File: config.mk
export PLATFORM = sky130hd
export DESIGN_NAME = dphy_turnaround_timeout_reset
export DESIGN_NICKNAME = d
export VERILOG_FILES = /design/src/hw/dphy_tat_pkg.sv /design/src/hw/sync_2ff.sv /design/src/hw/turnaround_timer.sv /design/src/hw/dphy_turnaround_timeout_reset.sv
export SDC_FILE = /design/constraint.sdc
export NUM_CORES = 1
export LEC_CHECK = 0
export BUFFER_PORTS_ARGS = -buffer_cell sky130_fd_sc_hd__buf_2
export CAP_MARGIN = 20
export CORE_UTILIZATION = 56
export DETAILED_ROUTE_END_ITERATION = 7
export MAX_ROUTING_LAYER = met4
export PLACE_DENSITY = 0.83
export SLEW_MARGIN = 20
export SYNTH_ARGS = -nofsm -noshare
export SYNTH_HDL_FRONTEND = slang
export SYNTH_SLANG_ARGS = --single-unit
File: constraint.sdc
create_clock -name core_clk -period 3.2 [get_ports core_clk]
set_clock_uncertainty 0.2 [all_clocks]
set_input_delay 0.16 -clock core_clk [delete_from_list [all_inputs] [get_ports core_clk]]
set_output_delay 0.16 -clock core_clk [all_outputs]
set_load 0.01 [all_outputs]
File: src/hw/dphy_tat_pkg.sv
// constants, level decoding and register map of the turnaround timeout block
// assumes a 32-bit axi4-lite master; pins may be asynchronous to core_clk and are synchronised in the block
//
// Functional notes
// - the 16-bit turnaround limit is split into a low byte at index 0x10 and a high byte at 0x11, both resetting to 0xFF.
// - the high byte supplies bits 15 to 8 of the limit and is fully readable and writable.
// - a turnaround request reloads the timer to its start state and an acknowledge stops it.
// - if the timer runs out before the acknowledge arrives the turnaround is abandoned.
// - four data lanes are carried and only lane 0 may reverse direction.
// - each lane passes through with its polarity unchanged and no inversion is offered.
// - a low reset pin holds the low-power state and its rising edge resets the digital logic.
// - swing, emphasis and edge-rate fields load from the pins at release and stay writable.

package dphy_tat_pkg;

  // register indices; byte address is four times the index
  localparam logic [5:0] IDX_EDGE_RATE   = 6'h0C;
  localparam logic [5:0] IDX_ANALOG      = 6'h0E;
  localparam logic [5:0] IDX_EQUALISER   = 6'h0F;
  localparam logic [5:0] IDX_LIMIT_LOW   = 6'h10;
  localparam logic [5:0] IDX_LIMIT_HIGH  = 6'h11;
  localparam logic [5:0] IDX_STATUS      = 6'h12;

  localparam logic [7:0] LIMIT_RESET     = 8'hFF;

  // analog register field positions
  localparam int SWING_LSB    = 4;
  localparam int EMPHASIS_LSB = 0;

  // status register bits
  localparam int ST_ACTIVE    = 0;
  localparam int ST_EXPIRED   = 1;
  localparam int ST_LOW_POWER = 2;

  localparam logic [1:0] RESP_OKAY   = 2'h0;
  localparam logic [1:0] RESP_SLVERR = 2'h2;

  localparam int LANES = 4;

  typedef enum logic [1:0] {
    LVL_LOW  = 2'h0,
    LVL_MID  = 2'h1,
    LVL_HIGH = 2'h2
  } level_e;

  // pin code: bit1 above upper threshold, bit0 above lower threshold
  function automatic level_e decodeLevel(input logic [1:0] code);
    if (code[1])
      return LVL_HIGH;
    else if (code[0])
      return LVL_MID;
    else
      return LVL_LOW;
  endfunction : decodeLevel

endpackage : dphy_tat_pkg

File: src/hw/sync_2ff.sv
// two-flop synchroniser for a bundle of independent levels
// assumes each bit is a slow level or a clock well below core_clk
`timescale 1ns/1ps

module sync_2ff #(
  parameter int WIDTH = 1
) (
  // clock and reset
  input  wire logic             clk,
  input  wire logic             rst,
  // levels
  input  wire logic [WIDTH-1:0] asyncIn,
  output logic      [WIDTH-1:0] syncOut
);

  logic [WIDTH-1:0] stage1_reg;

  always_ff @(posedge clk)
  begin
    if (rst)
    begin
      stage1_reg <= '0;
      syncOut    <= '0;
    end
    else
    begin
      stage1_reg <= asyncIn;
      syncOut    <= stage1_reg;
    end
  end

endmodule : sync_2ff

File: src/hw/turnaround_timer.sv
// down-counting turnaround watchdog driven by low-power clock ticks
// assumes tick, start and ack are one-cycle pulses in the core_clk domain
`timescale 1ns/1ps

module turnaround_timer #(
  parameter int CNT_W = 16
) (
  // clock and reset
  input  wire logic             clk,
  input  wire logic             rst,
  // events
  input  wire logic             tick,
  input  wire logic             start,
  input  wire logic             ack,
  input  wire logic [CNT_W-1:0] limit,
  // state
  output logic                  busy,
  output logic                  expired
);

  typedef enum logic [1:0] {
    T_IDLE = 2'b01,
    T_RUN  = 2'b10
  } tstate_e;

  tstate_e          state_reg;
  tstate_e          state_next;
  logic [CNT_W-1:0] count_reg;
  logic [CNT_W-1:0] count_next;
  logic             expired_next;

  wire countZero = (count_reg == '0);

  always_comb
  begin
    state_next   = state_reg;
    count_next   = count_reg;
    expired_next = 1'b0;
    unique case (state_reg)
      T_IDLE:
      begin
        if (start)
        begin
          count_next = limit;
          state_next = T_RUN;
        end
      end
      T_RUN:
      begin
        if (start)
          count_next = limit;
        else if (ack)
          state_next = T_IDLE;
        else if (tick)
        begin
          if (countZero)
          begin
            expired_next = 1'b1;
            state_next   = T_IDLE;
          end
          else
            count_next = count_reg - 1'b1;
        end
      end
      default:
        state_next = T_IDLE;
    endcase
  end

  always_ff @(posedge clk)
  begin
    if (rst)
    begin
      state_reg <= T_IDLE;
      count_reg <= '0;
      expired   <= 1'b0;
    end
    else
    begin
      state_reg <= state_next;
      count_reg <= count_next;
      expired   <= expired_next;
    end
  end

  assign busy = (state_reg == T_RUN);

endmodule : turnaround_timer

File: src/hw/dphy_turnaround_timeout_reset.sv
// digital control of a four-lane retimer: turnaround watchdog, reset release
// and configuration strap capture, with registers over axi4-lite
// assumes all pins are asynchronous to core_clk and the lp clock is far slower
`timescale 1ns/1ps

module dphy_turnaround_timeout_reset
  import dphy_tat_pkg::*;
#(
  parameter int ADDR_W = 8
) (
  // clock and reset
  input  wire logic              core_clk,
  input  wire logic              sys_rst,
  // axi4-lite write address and data
  input  wire logic [ADDR_W-1:0] awaddr,
  input  wire logic              awvalid,
  output logic                   awready,
  input  wire logic [31:0]       wdata,
  input  wire logic [3:0]        wstrb,
  input  wire logic              wvalid,
  output logic                   wready,
  // axi4-lite write response
  output logic [1:0]             bresp,
  output logic                   bvalid,
  input  wire logic              bready,
  // axi4-lite read
  input  wire logic [ADDR_W-1:0] araddr,
  input  wire logic              arvalid,
  output logic                   arready,
  output logic [31:0]            rdata,
  output logic [1:0]             rresp,
  output logic                   rvalid,
  input  wire logic              rready,
  // reset and configuration pins
  input  wire logic              reset_low_pin,
  input  wire logic [1:0]        swing_select_pin0,
  input  wire logic [1:0]        emphasis_select_pin1,
  input  wire logic [1:0]        equaliser_select_pin,
  input  wire logic [1:0]        edge_rate_pin,
  // lane 0 low-power side
  input  wire logic              lowPowerTxClk,
  input  wire logic              turnaroundReq,
  input  wire logic              turnaroundAck,
  // lane low-power levels
  input  wire logic [LANES-1:0]  laneLevelIn,
  output logic [LANES-1:0]       laneLevelOut,
  output logic [LANES-1:0]       laneReverseEn,
  // status and analog settings
  output logic                   lowPowerMode,
  output logic                   turnaroundActive,
  output logic                   turnaroundAbort,
  output logic [1:0]             swingSel,
  output logic [1:0]             emphasisSel,
  output logic [2*LANES-1:0]     edgeRateSel,
  output logic [1:0]             equaliserSel
);

  //////////////////////////////////////////////////////////////////////////////
  // pin synchronisers

  localparam int SYNC_W = 12 + LANES;

  logic [SYNC_W-1:0] pinSync;

  sync_2ff #(
    .WIDTH (SYNC_W)
  ) u_pin_sync (
    .clk     (core_clk),
    .rst     (sys_rst),
    .asyncIn ({reset_low_pin, lowPowerTxClk, turnaroundReq, turnaroundAck,
               swing_select_pin0, emphasis_select_pin1, equaliser_select_pin,
               edge_rate_pin, laneLevelIn}),
    .syncOut (pinSync)
  );

  wire             rstPinS  = pinSync[SYNC_W-1];
  wire             lpClkS   = pinSync[SYNC_W-2];
  wire             reqS     = pinSync[SYNC_W-3];
  wire             ackS     = pinSync[SYNC_W-4];
  wire [1:0]       swingPin = pinSync[LANES+7 -: 2];
  wire [1:0]       empPin   = pinSync[LANES+5 -: 2];
  wire [1:0]       eqPin    = pinSync[LANES+3 -: 2];
  wire [1:0]       edgePin  = pinSync[LANES+1 -: 2];
  wire [LANES-1:0] laneS    = pinSync[LANES-1:0];

  logic rstPinPrev_reg;
  logic lpClkPrev_reg;
  logic reqPrev_reg;
  logic ackPrev_reg;

  always_ff @(posedge core_clk)
  begin
    if (sys_rst)
    begin
      rstPinPrev_reg <= 1'b0;
      lpClkPrev_reg  <= 1'b0;
      reqPrev_reg    <= 1'b0;
      ackPrev_reg    <= 1'b0;
    end
    else
    begin
      rstPinPrev_reg <= rstPinS;
      lpClkPrev_reg  <= lpClkS;
      reqPrev_reg    <= reqS;
      ackPrev_reg    <= ackS;
    end
  end

  wire releasePulse = rstPinS & ~rstPinPrev_reg;
  wire holdLow      = ~rstPinS;
  wire digRst       = sys_rst | holdLow | releasePulse;
  wire lpTick       = lpClkS & ~lpClkPrev_reg;
  wire reqEdge      = reqS & ~reqPrev_reg;
  wire ackEdge      = ackS & ~ackPrev_reg;

  //////////////////////////////////////////////////////////////////////////////
  // strap decoding, taken only at the release edge

  wire level_e swingLvl = decodeLevel(swingPin);
  wire level_e empLvl   = decodeLevel(empPin);
  wire level_e eqLvl    = decodeLevel(eqPin);
  wire level_e edgeLvl  = decodeLevel(edgePin);

  // swing: middle gives 200 mV; low defers to the emphasis pin
  wire [1:0] swingInit = (swingLvl == LVL_HIGH) ? 2'b10 :
                         (swingLvl == LVL_MID)  ? 2'b01 :
                         (empLvl == LVL_HIGH)   ? 2'b10 : 2'b01;
  wire [1:0] empInit   = (empLvl == LVL_HIGH) ? 2'b10 : 2'b01;
  wire [1:0] edgeInit  = 2'(edgeLvl);
  wire [1:0] eqInit    = 2'(eqLvl);

  //////////////////////////////////////////////////////////////////////////////
  // turnaround watchdog

  logic [7:0] limitLow_reg;
  logic [7:0] limitHigh_reg;
  logic       timerBusy;
  logic       timerExpired;

  wire [15:0] limitValue = {limitHigh_reg, limitLow_reg};

  turnaround_timer #(
    .CNT_W (16)
  ) u_timer (
    .clk     (core_clk),
    .rst     (digRst),
    .tick    (lpTick),
    .start   (reqEdge),
    .ack     (ackEdge),
    .limit   (limitValue),
    .busy    (timerBusy),
    .expired (timerExpired)
  );

  // only lane 0 turns round; others stay forward
  always_ff @(posedge core_clk)
  begin
    if (sys_rst)
    begin
      turnaroundActive <= 1'b0;
      turnaroundAbort  <= 1'b0;
      laneReverseEn    <= '0;
      laneLevelOut     <= '0;
      lowPowerMode     <= 1'b1;
    end
    else
    begin
      turnaroundActive <= timerBusy;
      turnaroundAbort  <= timerExpired;
      laneReverseEn    <= {{(LANES-1){1'b0}}, timerBusy};
      laneLevelOut     <= laneS;
      lowPowerMode     <= holdLow;
    end
  end

  //////////////////////////////////////////////////////////////////////////////
  // axi4-lite write path

  logic [5:0]  wrIdx_reg;
  logic        awHave_reg;
  logic [7:0]  wByte_reg;
  logic        wLane0_reg;
  logic        wHave_reg;
  logic        expiredSticky_reg;

  wire awTake  = awvalid & awready;
  wire wTake   = wvalid & wready;
  wire doWrite = awHave_reg & wHave_reg & ~bvalid;
  wire wrEn    = doWrite & wLane0_reg;

  wire wrMapped = (wrIdx_reg == IDX_EDGE_RATE) | (wrIdx_reg == IDX_ANALOG) |
                  (wrIdx_reg == IDX_EQUALISER) | (wrIdx_reg == IDX_LIMIT_LOW) |
                  (wrIdx_reg == IDX_LIMIT_HIGH) | (wrIdx_reg == IDX_STATUS);

  always_ff @(posedge core_clk)
  begin
    if (sys_rst)
    begin
      awready    <= 1'b0;
      wready     <= 1'b0;
      awHave_reg <= 1'b0;
      wHave_reg  <= 1'b0;
      wrIdx_reg  <= '0;
      wByte_reg  <= '0;
      wLane0_reg <= 1'b0;
      bvalid     <= 1'b0;
      bresp      <= RESP_OKAY;
    end
    else
    begin
      awready <= ~awHave_reg & ~awTake & ~doWrite;
      wready  <= ~wHave_reg & ~wTake & ~doWrite;
      if (awTake)
      begin
        awHave_reg <= 1'b1;
        wrIdx_reg  <= awaddr[7:2];
      end
      if (wTake)
      begin
        wHave_reg  <= 1'b1;
        wByte_reg  <= wdata[7:0];
        wLane0_reg <= wstrb[0];
      end
      if (doWrite)
      begin
        awHave_reg <= 1'b0;
        wHave_reg  <= 1'b0;
        bvalid     <= 1'b1;
        bresp      <= wrMapped ? RESP_OKAY : RESP_SLVERR;
      end
      else if (bvalid & bready)
        bvalid <= 1'b0;
    end
  end

  //////////////////////////////////////////////////////////////////////////////
  // registers; release edge reloads the limits like a full reset and the analog fields from the straps

  wire wrLimLo = wrEn & (wrIdx_reg == IDX_LIMIT_LOW);
  wire wrLimHi = wrEn & (wrIdx_reg == IDX_LIMIT_HIGH);
  wire wrAna   = wrEn & (wrIdx_reg == IDX_ANALOG);
  wire wrEdge  = wrEn & (wrIdx_reg == IDX_EDGE_RATE);
  wire wrEq    = wrEn & (wrIdx_reg == IDX_EQUALISER);
  wire wrStat  = wrEn & (wrIdx_reg == IDX_STATUS);

  always_ff @(posedge core_clk)
  begin
    if (sys_rst | releasePulse)
    begin
      limitLow_reg  <= LIMIT_RESET;
      limitHigh_reg <= LIMIT_RESET;
    end
    else
    begin
      if (wrLimLo)
        limitLow_reg <= wByte_reg;
      if (wrLimHi)
        limitHigh_reg <= wByte_reg;
    end
  end

  always_ff @(posedge core_clk)
  begin
    if (sys_rst)
    begin
      swingSel     <= '0;
      emphasisSel  <= '0;
      edgeRateSel  <= '0;
      equaliserSel <= '0;
    end
    else if (releasePulse)
    begin
      swingSel     <= swingInit;
      emphasisSel  <= empInit;
      edgeRateSel  <= {LANES{edgeInit}};
      equaliserSel <= eqInit;
    end
    else
    begin
      if (wrAna)
      begin
        swingSel    <= wByte_reg[SWING_LSB +: 2];
        emphasisSel <= wByte_reg[EMPHASIS_LSB +: 2];
      end
      if (wrEdge)
        edgeRateSel <= wByte_reg;
      if (wrEq)
        equaliserSel <= wByte_reg[1:0];
    end
  end

  // expiry flag: a new expiry beats a same-cycle clear
  always_ff @(posedge core_clk)
  begin
    if (sys_rst | releasePulse)
      expiredSticky_reg <= 1'b0;
    else if (timerExpired)
      expiredSticky_reg <= 1'b1;
    else if (wrStat & wByte_reg[ST_EXPIRED])
      expiredSticky_reg <= 1'b0;
  end

  //////////////////////////////////////////////////////////////////////////////
  // axi4-lite read path

  wire [5:0] rdIdx = araddr[7:2];

  wire [7:0] statusByte = {5'h00, lowPowerMode, expiredSticky_reg, turnaroundActive};

  wire [7:0] rdByte =
      (rdIdx == IDX_EDGE_RATE)  ? edgeRateSel :
      (rdIdx == IDX_ANALOG)     ? {2'b00, swingSel, 2'b00, emphasisSel} :
      (rdIdx == IDX_EQUALISER)  ? {6'h00, equaliserSel} :
      (rdIdx == IDX_LIMIT_LOW)  ? limitLow_reg :
      (rdIdx == IDX_LIMIT_HIGH) ? limitHigh_reg :
      (rdIdx == IDX_STATUS)     ? statusByte : 8'h00;

  wire rdMapped = (rdIdx == IDX_EDGE_RATE) | (rdIdx == IDX_ANALOG) |
                  (rdIdx == IDX_EQUALISER) | (rdIdx == IDX_LIMIT_LOW) |
                  (rdIdx == IDX_LIMIT_HIGH) | (rdIdx == IDX_STATUS);

  wire arTake = arvalid & arready;

  always_ff @(posedge core_clk)
  begin
    if (sys_rst)
    begin
      arready <= 1'b0;
      rvalid  <= 1'b0;
      rdata   <= 32'h0000_0000;
      rresp   <= RESP_OKAY;
    end
    else
    begin
      if (arTake)
      begin
        arready <= 1'b0;
        rvalid  <= 1'b1;
        rdata   <= {24'h00_0000, rdByte};
        rresp   <= rdMapped ? RESP_OKAY : RESP_SLVERR;
      end
      else if (rvalid & rready)
      begin
        rvalid  <= 1'b0;
        arready <= 1'b1;
      end
      else if (~rvalid)
        arready <= 1'b1;
    end
  end

endmodule : dphy_turnaround_timeout_reset

==> impl_metrics.yaml, run 1 <==
synthesis:
  syn_avg_cell_area_um2: 8.81
  netlist.area_leader.share_pct: 46.7
  yosys_most_used_dff: "dfxtp_1"
  yosys-top-cells-area: "dfxtp_1, nor2b_1, nand2_1"
  ys_types: 56
  synth_area_leader_cell: "dfxtp_1"
  syn_inst: 598
  async_reset_ff_share_pct: 0
  synth-seq-cells: 123
  synth_warnings: 0
  seq_area_frac_synth_pct: 46.7
  syn_area_mm2: 0.00527
  synth_edf_count: 0
cts:
  post_cts_buffers: 0
  cts_tree: "done"
  cts.clk_slew.worst_paths_ps: 60
  clock-sinks: 123
  cts_buffers: 17
  clk-insertion-delay-late_ps: 530
  htreeDepth: 4
  cts_buffer_depth: 2
  clockRootBuffer: "clkbuf_8"
timing:
  relSlewSlack_pct: 29.6
  report.final.slew_viol_count: 0
  final_hold_viol_count: 0
  period_share_pct: 89.4
  rsz0062_at_grt: "false"
  worstMarginPinSlew_ps: 1050
  finalCriticalPeriod_ps: 2860
  hold-worst-slack_ps: 18.5
  fmaxAchievable_ghz: 0.349
  fin_setup_tns_ps: 0
  setup_violations: 0
route:
  routed_wl_um: 16600
  vias_per_cell: 6.06
  wl_per_cell_um: 19.3
  drcViolationCount: 0
  firstDrtPassIters: 6
  vias: 5206
  drt-initial-drc-count: 531
  final_antenna_net_count: 0
critical_path:
  crit_slowest_cell: "dlygate4sd3_1"
  worstPathRequired_ps: 3440
  path_max_fanout: 4
  worstReg2RegEnd: "edgeRateSel[6]"
  r2r_cells: 5
  path_cells: "dlygate4sd3_1 -> buf_2 -> nor4b_2 -> dlygate4sd3_1 -> nand2_1 -> o22ai_1 -> dlygate4sd3_1 -> nand2b_1 -> a311oi_1"
  rr_startpoint: "awHave_reg"
  r2r_slack_ps: 640
  max_stage_delay_ps: 650
  cp.arrival_ps: 3100
  crit_path_end_kind: "flop"
  cp-start-kind: "input port"
  cp_common_cell: "dlygate4sd3_1"
  critPathLaunch: "araddr[7]"
  critPathKind: "in -> reg"
  cp-endpoint: "rdata[5]"
layout:
  final_cell_mix: "dfxtp_1, buf_2, nand2_1, dlygate4sd3_1, a21oi_1"
  syn2layout_area_growth_pct: 30.0
  largest_register_ffs: 16
  final_common_cell: "dfxtp_1"
  finish.net_count: 812
  nFillCells: 557
  drive_above_1_share_pct: 17.7
grt:
  gr-usage-all-layers_pct: 36.4
  grt_pass1_wl_um: 26400
  grt_max_degree: 85
  grt_pass1_vias: 5218
  overflow: 0
  antenna_found_initial: 1
pwr:
  switchingPower_uw: 974
  power.leakage_nw: 2.92
  peakVddDrop_mv: 0.457
  power.total_mw: 3.84
  power.internal_mw: 2.87
  power_frac_comb_pct: 7.7
  power_density_mw_per_mm2: 560
  p_sw_share_pct: 25.4
  seqPwrFrac_pct: 42.3
  clkPwrFrac_pct: 50.0
hold_path:
  hold_class: "in -> reg"
floorplanning:
  ios: 141
  dieArea_mm2: 0.00980
  initial_core_util_pct: 57.3
  num_rows: 35
  die_h_um: 99.0
  core_area_mm2: 0.00920
  die_w_um: 99.0
place:
  portBuffers: 79
  dpl.hpwl_um: 8360
  place_congestion: 0.848
run_status:
  status: "complete, no violations"
run:
  maxCapViolCount: 0
[logic make-up (layout without fill, tap and decap cells)]
logic type / Yosys count / count (layout) / synth area share, %
flip-flops: 123 / 123 / 46.7
AND/OR/NAND/NOR: 244 / 244 / 24.5
buffers and inverters: 75 / 196 / 7.77
AO/OA/AOI/OAI: 126 / 126 / 15.2
adder cells (fa/ha/maj): 3 / 3 / 0.712
multiplexers: 26 / 26 / 5.06
other: 1 / 30 / 0.0712
[per-stage QoR]
stage	util [%]	setup WS, ps	area, µm²	cells
finish	74.5	338	6850	859
global route	74.5	208	6850	859
CTS	74.4	234	6840	858
detailed placement	60.8	826	5600	760
global placement	60.8	936	5600	760
floorplan	-	1150	5370	626
[routing by layer]
metal	global-route usage [%]	vias up	part of all wire [%]
met2	59.4	382	48
met3	10.1	114	9.0
met5	-	-	0
met4	23.4	0	6.3
met1	38.9	2402	36
li1	-	2308	-
[worst max-delay path, delay by kind of cell]
| kind | cells | cell delay, ps |
|---|---|---|
| compound gates | 2 | 370 |
| buf+inv | 4 | 1900 |
| simple gates | 3 | 660 |
[repair_timing]
item                                    4_1_cts  5_1_grt
hold buffers                                 66        0
gates resized for setup                       0        1
endpoints found under the setup margin        0        1
hold endpoints to repair                     41        0
[worst min path at each step]
stage                                       start                        to  cells after the start
final                                     arvalid                   arready                      3
after floorplan                           sys_rst            rstPinPrev_reg                      1
after global placement    equaliser_select_pin[1]  u_pin_sync.stage1_reg[7]                      2
after global routing                    araddr[5]                  rdata[1]                      4
after detailed placement         edge_rate_pin[0]  u_pin_sync.stage1_reg[4]                      2
after CTS                               araddr[4]                  rresp[1]                      4
[power groups by stage]
stage / sequential (mW) / combinational (mW) / clock [mW]
floorplan: 1.65 / 0.158 / 0
CTS: 1.62 / 0.271 / 1.89
global placement: 1.65 / 0.205 / 0
global route: 1.63 / 0.318 / 1.99
detailed placement: 1.65 / 0.211 / 0
finish: 1.62 / 0.295 / 1.92
[cell usage after synthesis (5+ instances only)]
cell type and count:
dfxtp_1 123, inv_1 14, nand3_1 14, a21oi_1 55, buf_4 30, o211ai_1 7
nand2b_1 9, nand2_1 77, mux2_2 5, nor3_1 19, a21o_1 10, nor2_1 36
nor4_1 8, and2_1 7, mux2i_1 21, buf_2 6, clkbuf_1 23, a221oi_1 10
nor2b_1 48, o31ai_1 6, o21ai_0 15
[final cells by class]
type	instances	area (µm²)	area share, %
antenna	1	2.50	0.0365
timing repair buffer	150	1090	16.0
clock buffer	18	428	6.25
inverter	14	52.6	0.767
sequential	123	2460	35.9
clock inverter	14	159	2.32
tap	111	139	2.03
multi-input combinational	428	2510	36.7
Power figures use the tool's default switching activity.
==> run 2: changes to the inputs <==
--- a/config.mk
+++ b/config.mk
@@ -9,6 +9,7 @@
 export CAP_MARGIN = 20
 export CORE_UTILIZATION = 56
 export DETAILED_ROUTE_END_ITERATION = 7
+export GPL_TIMING_DRIVEN = 0
 export MAX_ROUTING_LAYER = met4
 export PLACE_DENSITY = 0.83
 export SLEW_MARGIN = 20
==> run 2 against run 1 <==
Compared with the run above:
- global-route usage fell by 0.053 points
- setup slack improved by 320 ps
- wire length fell by 0.86%
- combinational power rose by 11%
- fmax rose by 12%
- clock power rose by 3%
- cell area rose by 4.3%
- highest routed layer unchanged
- die area did not move
- cell count rose by 6.1%
- power rose by 2.1%
- sequential share of layout area fell by 1.5 points
- critical path type unchanged
==> impl_metrics.yaml, run 2 (synthesis results as in run 1) <==
run_status:
  status: "complete, no violations"
floorplanning:
  core_area_mm2: 0.00920
  dieArea_mm2: 0.00980
  die_w_um: 99.0
  die_h_um: 99.0
  num_rows: 35
  initial_core_util_pct: 57.3
  ios: 141
grt:
  grt_max_degree: 17
  overflow: 0
  gr-usage-all-layers_pct: 36.3
  grt_pass1_wl_um: 26300
  grt_pass1_vias: 5272
  antenna_found_initial: 0
timing:
  fin_setup_tns_ps: 0
  relSlewSlack_pct: 43.6
  worstMarginPinSlew_ps: 835
  final_hold_viol_count: 0
  rsz0062_at_grt: "false"
  report.final.slew_viol_count: 0
  finalCriticalPeriod_ps: 2550
  fmaxAchievable_ghz: 0.393
  period_share_pct: 79.6
  setup_violations: 0
place:
  portBuffers: 78
  dpl.hpwl_um: 9650
  place_congestion: 0.952
critical_path:
  crit_path_end_kind: "flop"
  critPathKind: "in -> reg"
  path_max_fanout: 4
  cp-start-kind: "input port"
  worstPathRequired_ps: 3430
  cp.arrival_ps: 2780
route:
  drt-initial-drc-count: 379
  final_antenna_net_count: 0
  routed_wl_um: 16400
  firstDrtPassIters: 5
  drcViolationCount: 0
  wl_per_cell_um: 18.0
  vias: 5147
  vias_per_cell: 5.65
pwr:
  power_density_mw_per_mm2: 548
  seqPwrFrac_pct: 41.4
  clkPwrFrac_pct: 50.3
  power.leakage_nw: 3.14
  switchingPower_mw: 1.01
  p_sw_share_pct: 25.8
  peakVddDrop_mv: 0.403
  power.internal_mw: 2.91
  power_frac_comb_pct: 8.3
layout:
  final_cell_mix: "dfxtp_1, buf_2, nand2_1, dlygate4sd3_1, a21oi_1"
  final_util_pct: 77.7
  nFillCells: 603
  finish.net_count: 865
  antenna_cells: 0
  drive_above_1_share_pct: 20.1
  largest_register_ffs: 16
  final_common_cell: "dfxtp_1"
  syn2layout_area_growth_pct: 35.6
cts:
  clockRootBuffer: "clkbuf_8"
  htreeDepth: 4
  cts_buffer_depth: 2
  cts_buffers: 17
  clk-insertion-delay-late_ps: 530
  cts_tree: "done"
  clock-sinks: 123
  post_cts_buffers: 0
  ctsResizeCount: 0
  postCtsHoldBufs: 64
  cts.clk_slew.worst_paths_ps: 60
hold_path:
  hold_class: "in -> reg"
run:
  maxCapViolCount: 0
==> run 2: changes by cell type in the layout (fill, tap and decap cells not counted), sizes merged <==
cell and change:
dlygate4sd3 -2, clkbuf +23, diode -1, inv +2, buf +32, clkinv -2
==> run 2: routing by layer <==
layer	vias to the layer above	part of all wire [%]	GRT usage, %
li1	2405	-	-
met1	2384	39	40.1
met2	290	50	62.0
met3	68	7.8	8.87
met4	0	3.4	16.5
met5	-	0	-
==> run 2: layout make-up <==
cell class | instances | area (µm²) | share of cell area [%]
buffer | 61 | 357 | 4.99
clock buffer | 18 | 428 | 5.99
clock inverter | 14 | 174 | 2.43
inverter | 14 | 52.6 | 0.735
multi-input combinational | 428 | 2500 | 35.0
sequential | 123 | 2460 | 34.5
tap | 111 | 139 | 1.94
timing repair buffer | 142 | 1030 | 14.4
==> run 2: critical path, cell delays in order <==
cell           delay (ps)
dlygate4sd3_1         530
buf_2                 130
nor4b_1               740
dlygate4sd3_1         680
nand2_1                60
o22ai_1               200
nand2b_1               80
a311oi_1              200
==> run 2: power by group through the flow <==
| stage | Clock, mW | Combinational, mW | Sequential (mW) |
|---|---|---|---|
| floorplan | 0 | 0.158 | 1.65 |
| global placement | 0 | 0.242 | 1.65 |
| detailed placement | 0 | 0.248 | 1.65 |
| CTS | 1.96 | 0.308 | 1.62 |
| global route | 2.04 | 0.352 | 1.63 |
| finish | 1.97 | 0.326 | 1.62 |
==> run 2: worst paths after layout <==
path / from / slack [ps] / depth (start not counted) / endpoint
worst max register to register: wrIdx_reg[4] / 760 / 6 / limitHigh_reg[7]
worst min-delay path: araddr[5] / 40 / 4 / rresp[1]
worst min register to register: u_pin_sync.stage1_reg[7] / 250 / 1 / u_pin_sync.syncOut[7]
worst max-delay path: araddr[7] / 650 / 8 / rdata[5]
==> run 2: per-stage QoR <==
| step | total power, mW | setup slack, ps | instances | hold slack [ps] | instance area (µm²) |
|---|---|---|---|---|---|
| 2_1_floorplan | 1.81 | 1150 | 626 | 61.4 | 5370 |
| 3_3_place_gp | 1.89 | 862 | 815 | 168 | 5900 |
| 3_5_place_dp | 1.90 | 886 | 815 | 173 | 5900 |
| 4_1_cts | 3.89 | 717 | 911 | 11.3 | 7150 |
| 5_1_grt | 4.02 | 562 | 911 | 45.1 | 7150 |
| 6_report | 3.92 | 654 | 911 | 42.4 | 7150 |
